`src/cdw_pkg.sv`:
```
// Purpose: Shared constants and types for the charger-detect wake logic
// Assumes: 100 MHz system clock; slow tick derived by divider
// Notes:   Register positions kept as named constants for software reference
package cdw_pkg;

   // ----------------------------------------
   // Timing
   // ----------------------------------------
   localparam int unsigned CLK_HZ = 100_000_000;
   localparam int unsigned SLOW_HZ = 32_000;
   localparam int unsigned SLOW_DIV = CLK_HZ / SLOW_HZ;
   localparam int unsigned WAKE_SHDN_US = 5000;
   localparam int unsigned WAKE_LOW_US = 2000;
   // Least times round up to whole slow ticks
   localparam int unsigned WAKE_SHDN_TICKS = (WAKE_SHDN_US * (SLOW_HZ / 1000) + 999) / 1000;
   localparam int unsigned WAKE_LOW_TICKS = (WAKE_LOW_US * (SLOW_HZ / 1000) + 999) / 1000;
   localparam int unsigned STARTUP_TICKS = 4;

   // ----------------------------------------
   // Register positions
   // ----------------------------------------
   localparam logic [7:0] CFG_ADDR = 8'h01;
   localparam int unsigned CFG_STB_EN_BIT = 7;
   localparam int unsigned CFG_SLP_EN_BIT = 9;
   localparam logic [7:0] STATE_ADDR = 8'h1C;
   localparam int unsigned STATE_ACT_BIT = 0;
   localparam logic [7:0] DET_ADDR = 8'h27;
   localparam int unsigned DET_FLAG_BIT = 14;
   localparam int unsigned DET_LOW_BIT = 8;
   localparam int unsigned DET_HIGH_BIT = 9;
   localparam logic [7:0] COMP_ADDR = 8'h56;
   localparam int unsigned COMP_LSB = 1;
   localparam logic [2:0] COMP_RST = 3'h0;
   localparam logic [2:0] COMP_ALIAS = 3'h7;

   // ----------------------------------------
   // Types
   // ----------------------------------------
   typedef enum logic [2:0] {
      CDW_SHUTDOWN,
      CDW_STARTUP,
      CDW_ACTIVE,
      CDW_STANDBY,
      CDW_SLEEP
   } cdw_state_t;

   typedef struct packed {
      logic standby_wake_en;
      logic sleep_wake_en;
      logic plug_in_route_en;
      logic plug_out_route_en;
   } cdw_cfg_t;

   typedef struct packed {
      logic charger_detect_flag;
      logic charger_high_flag;
      logic charger_low_flag;
   } cdw_det_t;

endpackage : cdw_pkg

```
`src/cdw_wake.sv`:
```
// Purpose: Charger-detect qualifier, wake sequencing, events and flags
// Assumes: Comparator outputs are asynchronous; host drives config bits
// Notes:   Functional notes below
//
// Functional notes
// From shutdown, start up only after high input held 5 ms continuously.
// External party holds charger-detect high at least 5 ms to wake.
// From sleep/standby, return active after 2 ms high, if enabled.
// Separate enables for standby/low-power return and sleep return.
// Active-state flag set once startup or return to active completes.
// Input above high threshold is a plug-in event.
// Input below low threshold is a plug-out event.
// Report combined, low-level and high-level detection flags.
// Events reach GPIO interrupt only when routing is configured.
// Hold 3-bit supply-compensation select, reset 000, 111 acts as 000.
// Pulse-width count restarts whenever the input drops before done.
`timescale 1ns/1ps
`default_nettype none

module cdw_wake
   import cdw_pkg::*;
#(
   parameter int unsigned CNT_W = 12,
   parameter int unsigned TICK_DIV = SLOW_DIV
) (
   // Clock and reset
   input wire logic clk_i,
   input wire logic rst_b_i,
   // Comparator outputs from the charger-detect pin
   input wire logic charger_high_cmp_i,
   input wire logic charger_low_cmp_i,
   // Host mode requests
   input wire logic enter_standby_i,
   input wire logic enter_sleep_i,
   input wire logic enter_shutdown_i,
   // Configuration
   input wire cdw_cfg_t cfg_i,
   input wire logic comp_wr_i,
   input wire logic [2:0] comp_wdata_i,
   // Status
   output logic active_state_flag_o,
   output cdw_det_t det_o,
   output logic [2:0] supply_comp_select_o,
   output logic [2:0] aux_regulator_code_o,
   output cdw_state_t state_o,
   // Interrupt to GPIO
   output logic plug_in_irq_o,
   output logic plug_out_irq_o
);

   // Counter must reach the wake count plus its spare tick; divider must fit 16 bits
   if (CNT_W < $clog2(WAKE_SHDN_TICKS + 2)) begin : g_cnt_w_chk
      $error("CNT_W too small for the wake count");
   end
   if (TICK_DIV < 2 || TICK_DIV > 65536) begin : g_div_chk
      $error("TICK_DIV outside the divider range");
   end

   // ----------------------------------------
   // Synchronisers and slow tick
   // ----------------------------------------
   logic [1:0] hi_sync_q, hi_sync_d, lo_sync_q, lo_sync_d;
   logic [15:0] div_q, div_d;
   logic tick_q, tick_d;

   always_comb begin
      hi_sync_d = {hi_sync_q[0], charger_high_cmp_i};
      lo_sync_d = {lo_sync_q[0], charger_low_cmp_i};
      tick_d = 1'b0;
      div_d = div_q + 16'h0001;
      if (div_q == 16'(TICK_DIV - 1)) begin
         div_d = 16'h0000;
         tick_d = 1'b1;
      end
   end

   always_ff @(posedge clk_i) begin
      if (!rst_b_i) begin
         hi_sync_q <= 2'h0;
         // Low side resets to its idle level, so reset gives no false plug-out
         lo_sync_q <= 2'h3;
         div_q <= 16'h0000;
         tick_q <= 1'b0;
      end else begin
         hi_sync_q <= hi_sync_d;
         lo_sync_q <= lo_sync_d;
         div_q <= div_d;
         tick_q <= tick_d;
      end
   end

   wire logic high_s = hi_sync_q[1];
   // Low comparator is true when pin is below the plug-out threshold
   wire logic low_s = lo_sync_q[1];

   // ----------------------------------------
   // Pulse qualifier and state
   // ----------------------------------------
   logic [CNT_W-1:0] hcnt_q, hcnt_d;
   logic [CNT_W-1:0] scnt_q, scnt_d;
   cdw_state_t st_q, st_d;
   logic act_q, act_d;
   logic [CNT_W-1:0] need;

   always_comb begin
      // One spare tick covers the divider phase, so a wake never comes short of its least time
      need = (st_q == CDW_SHUTDOWN) ? CNT_W'(WAKE_SHDN_TICKS + 1) : CNT_W'(WAKE_LOW_TICKS + 1);
      hcnt_d = hcnt_q;
      if (!high_s) begin
         hcnt_d = '0;
      end else if (tick_q && hcnt_q < need) begin
         hcnt_d = hcnt_q + CNT_W'(1);
      end
      st_d = st_q;
      scnt_d = scnt_q;
      act_d = act_q;
      case (st_q)
         CDW_SHUTDOWN: begin
            act_d = 1'b0;
            if (high_s && hcnt_q > CNT_W'(WAKE_SHDN_TICKS)) begin
               st_d = CDW_STARTUP;
               scnt_d = '0;
            end
         end
         CDW_STARTUP: begin
            if (tick_q) begin
               scnt_d = scnt_q + CNT_W'(1);
            end
            if (scnt_q == CNT_W'(STARTUP_TICKS)) begin
               st_d = CDW_ACTIVE;
               act_d = 1'b1;
            end
         end
         CDW_ACTIVE: begin
            act_d = 1'b1;
            if (enter_shutdown_i) begin
               st_d = CDW_SHUTDOWN;
               act_d = 1'b0;
            end else if (enter_sleep_i) begin
               st_d = CDW_SLEEP;
               act_d = 1'b0;
            end else if (enter_standby_i) begin
               st_d = CDW_STANDBY;
               act_d = 1'b0;
            end
            hcnt_d = '0;
         end
         CDW_STANDBY, CDW_SLEEP: begin
            if (enter_shutdown_i) begin
               st_d = CDW_SHUTDOWN;
            end else if (high_s && hcnt_q > CNT_W'(WAKE_LOW_TICKS) &&
                         ((st_q == CDW_STANDBY && cfg_i.standby_wake_en) ||
                          (st_q == CDW_SLEEP && cfg_i.sleep_wake_en))) begin
               st_d = CDW_ACTIVE;
               act_d = 1'b1;
            end
         end
         default: begin
            st_d = CDW_SHUTDOWN;
            act_d = 1'b0;
         end
      endcase
   end

   always_ff @(posedge clk_i) begin
      if (!rst_b_i) begin
         hcnt_q <= '0;
         scnt_q <= '0;
         st_q <= CDW_SHUTDOWN;
         act_q <= 1'b0;
      end else begin
         hcnt_q <= hcnt_d;
         scnt_q <= scnt_d;
         st_q <= st_d;
         act_q <= act_d;
      end
   end

   // ----------------------------------------
   // Detection flags, events, compensation field
   // ----------------------------------------
   cdw_det_t det_q, det_d;
   logic hi_prev_q, lo_prev_q;
   logic pin_irq_q, pin_irq_d, pout_irq_q, pout_irq_d;
   logic [2:0] comp_q, comp_d;

   always_comb begin
      det_d.charger_high_flag = high_s;
      det_d.charger_low_flag = low_s;
      det_d.charger_detect_flag = high_s;
      // Events are one-cycle pulses; a level would hold the GPIO for the whole plug
      pin_irq_d = high_s && !hi_prev_q && cfg_i.plug_in_route_en;
      pout_irq_d = low_s && !lo_prev_q && cfg_i.plug_out_route_en;
      comp_d = comp_wr_i ? comp_wdata_i : comp_q;
   end

   always_ff @(posedge clk_i) begin
      if (!rst_b_i) begin
         det_q <= '0;
         hi_prev_q <= 1'b0;
         lo_prev_q <= 1'b1;
         pin_irq_q <= 1'b0;
         pout_irq_q <= 1'b0;
         comp_q <= COMP_RST;
         aux_regulator_code_o <= COMP_RST;
      end else begin
         det_q <= det_d;
         hi_prev_q <= high_s;
         lo_prev_q <= low_s;
         pin_irq_q <= pin_irq_d;
         pout_irq_q <= pout_irq_d;
         comp_q <= comp_d;
         // Code 111 drives the regulator exactly as 000
         aux_regulator_code_o <= (comp_d == COMP_ALIAS) ? COMP_RST : comp_d;
      end
   end

   assign active_state_flag_o = act_q;
   assign det_o = det_q;
   assign supply_comp_select_o = comp_q;
   assign state_o = st_q;
   assign plug_in_irq_o = pin_irq_q;
   assign plug_out_irq_o = pout_irq_q;

endmodule : cdw_wake

`default_nettype wire

```
`config.mk`:
```
export PLATFORM = sky130hd
export DESIGN_NAME = cdw_wake
export DESIGN_NICKNAME = d
export VERILOG_FILES = /design/src/cdw_pkg.sv /design/src/cdw_wake.sv
export SDC_FILE = /design/constraint.sdc
export NUM_CORES = 1
export LEC_CHECK = 0
export BUFFER_PORTS_ARGS = -buffer_cell sky130_fd_sc_hd__buf_2
export CAP_MARGIN = 20
export CORE_MARGIN = 2
export CORE_UTILIZATION = 58
export CTS_CLUSTER_SIZE = 30
export DETAILED_ROUTE_END_ITERATION = 10
export PLACE_DENSITY = 0.82
export SLEW_MARGIN = 15
export SYNTH_ARGS = -nofsm -noshare
export SYNTH_HDL_FRONTEND = slang
export SYNTH_SLANG_ARGS = --single-unit
```
`constraint.sdc`:
```
create_clock -name clk_i -period 2.83 [get_ports clk_i]
set_clock_uncertainty 0.15 [all_clocks]
set_input_delay 0.4245 -clock clk_i [delete_from_list [all_inputs] [get_ports clk_i]]
set_output_delay 0.4245 -clock clk_i [all_outputs]
set_load 0.02 [all_outputs]
```
==> results.json <==
{
  "globalRouteTotalUtil": 0.228,
  "synth_nets": 340,
  "clk_pin_slew_ns": 0.07,
  "synthTopCellsByCount": "dfxtp_1, nor2_1, nand2_1, xnor2_1, a21oi_1",
  "synth_area_leaders": "dfxtp_1, nor2_1, xnor2_1, ha_1, nand2_1",
  "grt_pass1_wl_um": 9470,
  "place.detailed.hpwl_um": 3840,
  "die_w_um": 72.6,
  "cp.required_ns": 2.90,
  "synth_top_area_cell": "dfxtp_1",
  "cts_setup_buffers": 0,
  "power_leakage_nw": 1.22,
  "die_h_um": 72.6,
  "synth.most_common_cell": "dfxtp_1",
  "clock_sinks": 60,
  "overflow": 0,
  "tightestPinTransition_ns": 0.564,
  "power_density_nw_per_um2": 561,
  "crit_fanout": 10,
  "numPortBuffers": 29,
  "grt_pass1_vias": 2258,
  "drive_gt1_frac": 0.155,
  "p_sw_frac": 0.219,
  "crit_path_start_kind": "register",
  "async_flop_share": 0,
  "setup_violations": 0,
  "synth_top_area_share": 0.440,
  "period_share": 0.873,
  "core_area_um2": 4440,
  "ctsResizeCount": 0,
  "min_path_type": "input pin to register",
  "final_util": 0.706,
  "ir_drop_mv": 0.407,
  "route.met3.wl_um": 230,
  "wl_met1_um": 2460,
  "clock_latency_ns": 0.34,
  "antenna_found_initial": 0,
  "wl_um": 5440,
  "htree_levels": 3,
  "final_hold_viol_count": 0,
  "numCtsBuffers": 9,
  "layout.nets": 373,
  "drt_iter0_drc": 100,
  "rows": 24,
  "status": "finished clean",
  "ys_warn_count": 0,
  "max_freq_ghz": 0.405,
  "cts-root-buf": "clkbuf_8",
  "post-route-drc-count": 0,
  "ios": 30,
  "synth_area_um2": 2730,
  "synth-seq-cells": 60,
  "n_antenna_cell": 0,
  "grt_setup_unrepaired": "no",
  "clkPwrFrac": 0.474,
  "p_int_mw": 1.38,
  "post-place-ws_ns": 0.223,
  "fin_crit_ns": 2.47,
  "drt.antenna.violating_nets": 0,
  "grt_max_degree": 20,
  "cp.arrival_ns": 2.54,
  "timing.final.ws_setup_ns": 0.359,
  "wl_met2_um": 2700,
  "dieArea_um2": 5270,
  "total_power_mw": 1.76,
  "reg2reg_slack_ns": 0.36,
  "worstSetupPathType": "register to register",
  "netlist_instances": 316,
  "finalSetupTns_ns": 0,
  "end_kind": "register",
  "slew_violations": 0,
  "first_pass_iters": 6,
  "cts_hold_buf": 0,
  "switching_power_uw": 385,
  "syn_avg_cell_area_um2": 8.64,
  "cts_buffer_depth": 2,
  "relSlewSlack": 0.623,
  "top_layer": "met4",
  "area_growth_pct": 14.9,
  "start_util": 0.614,
  "p_comb_frac": 0.035,
  "viasPerCell": 5.59,
  "synth_edf_count": 0,
  "ys_seq_area_frac": 0.440,
  "power_frac_seq": 0.491,
  "maxCapViolations": 0,
  "ys.flop_type": "dfxtp_1",
  "via_count": 2271,
  "gp_congestion": 0.878,
  "cts_tree": "yes",
  "yosysUniqueCellTypes": 51,
  "avgRoutedWirePerCell_um": 13.4
}
kinds of logic (layout without fill, tap and decap cells):
family | after synthesis | count (layout) | share of synthesized area
flops | 60 | 60 | 0.440
buf+inv | 24 | 62 | 0.0362
xor+xnor | 23 | 23 | 0.0738
mux | 4 | 4 | 0.0147
fa+ha+maj | 9 | 9 | 0.0413
simple gates | 149 | 149 | 0.275
compound gates | 47 | 47 | 0.119
layout by cell type (no fill, tap or decap), drive strengths merged, types with 4 or more instances in the layout:
cell    netlist  layout
nand4         4       4
dfxtp        60      60
o21ai         9       9
a21oi        15      15
inv          13      13
ha            9       9
nor2         50      50
mux2i         4       4
clkbuf        7      10
xor2          5       5
buf           3      32
and2         11      11
or3           6       6
nand2        26      26
and3          4       4
xnor2        18      18
nor3         10      10
nand3        14      14
through the flow:
step,hold WS (ns),instance area (µm²),std cells
detailed placement,0.246,2920,390
global placement,0.238,2920,390
CTS,0.126,3130,406
global route,0.132,3140,406
floorplan,0.236,2730,316
finish,0.130,3140,406
per-layer routing:
layer	GRT usage	up-vias
li1	-	1164
met1	0.264	1071
met2	0.387	32
met3	0.0525	4
met4	0.128	0
met5	0	-
power by group through the flow:
stage	clock (mW)	combinational, mW	sequential [mW]
2_1_floorplan	0	0.0291	0.891
3_5_place_dp	0	0.0612	0.885
3_3_place_gp	0	0.0596	0.884
4_1_cts	0.846	0.0618	0.865
6_report	0.834	0.0616	0.866
5_1_grt	0.887	0.0676	0.866
critical path: stages (launching register included):
cell,delay (ns)
dfxtp_1,0.38
inv_1,0.08
ha_1,0.13
or4b_1,0.47
a311o_1,0.42
a31oi_2,0.48
or3_1,0.18
a21oi_1,0.06
final timing paths:
path / from / to / cells past startpoint
setup / recovery: hcnt_q[0] / scnt_q[6] / 7
hold / removal: charger_low_cmp_i / lo_sync_q[0] / 2
setup reg to reg: hcnt_q[0] / scnt_q[6] / 7
hold reg to reg: lo_sync_q[0] / lo_sync_q[1] / 1
sequential cells by signal, summed over array words and instances (netlist names):
register,cells
div_q,16
hcnt_q,12
scnt_q,12
aux_regulator_code_o,3
state_o,3
supply_comp_select_o,3
hi_sync_q,2
lo_sync_q,2
active_state_flag_o,1
det_o,1
hi_prev_q,1
lo_prev_q,1
plug_in_irq_o,1
plug_out_irq_o,1
tick_q,1
final cells by class:
cell class / count / area (µm²)
Timing Repair Buffer: 32 / 168
Clock inverter: 6 / 88.8
Multi-Input combinational cell: 232 / 1430
Clock buffer: 10 / 128
Fill cell: 366 / 1310
Inverter: 14 / 52.6
Tap cell: 52 / 65.1
Sequential cell: 60 / 1200
No activity file was read; power rests on OpenSTA's default activity.
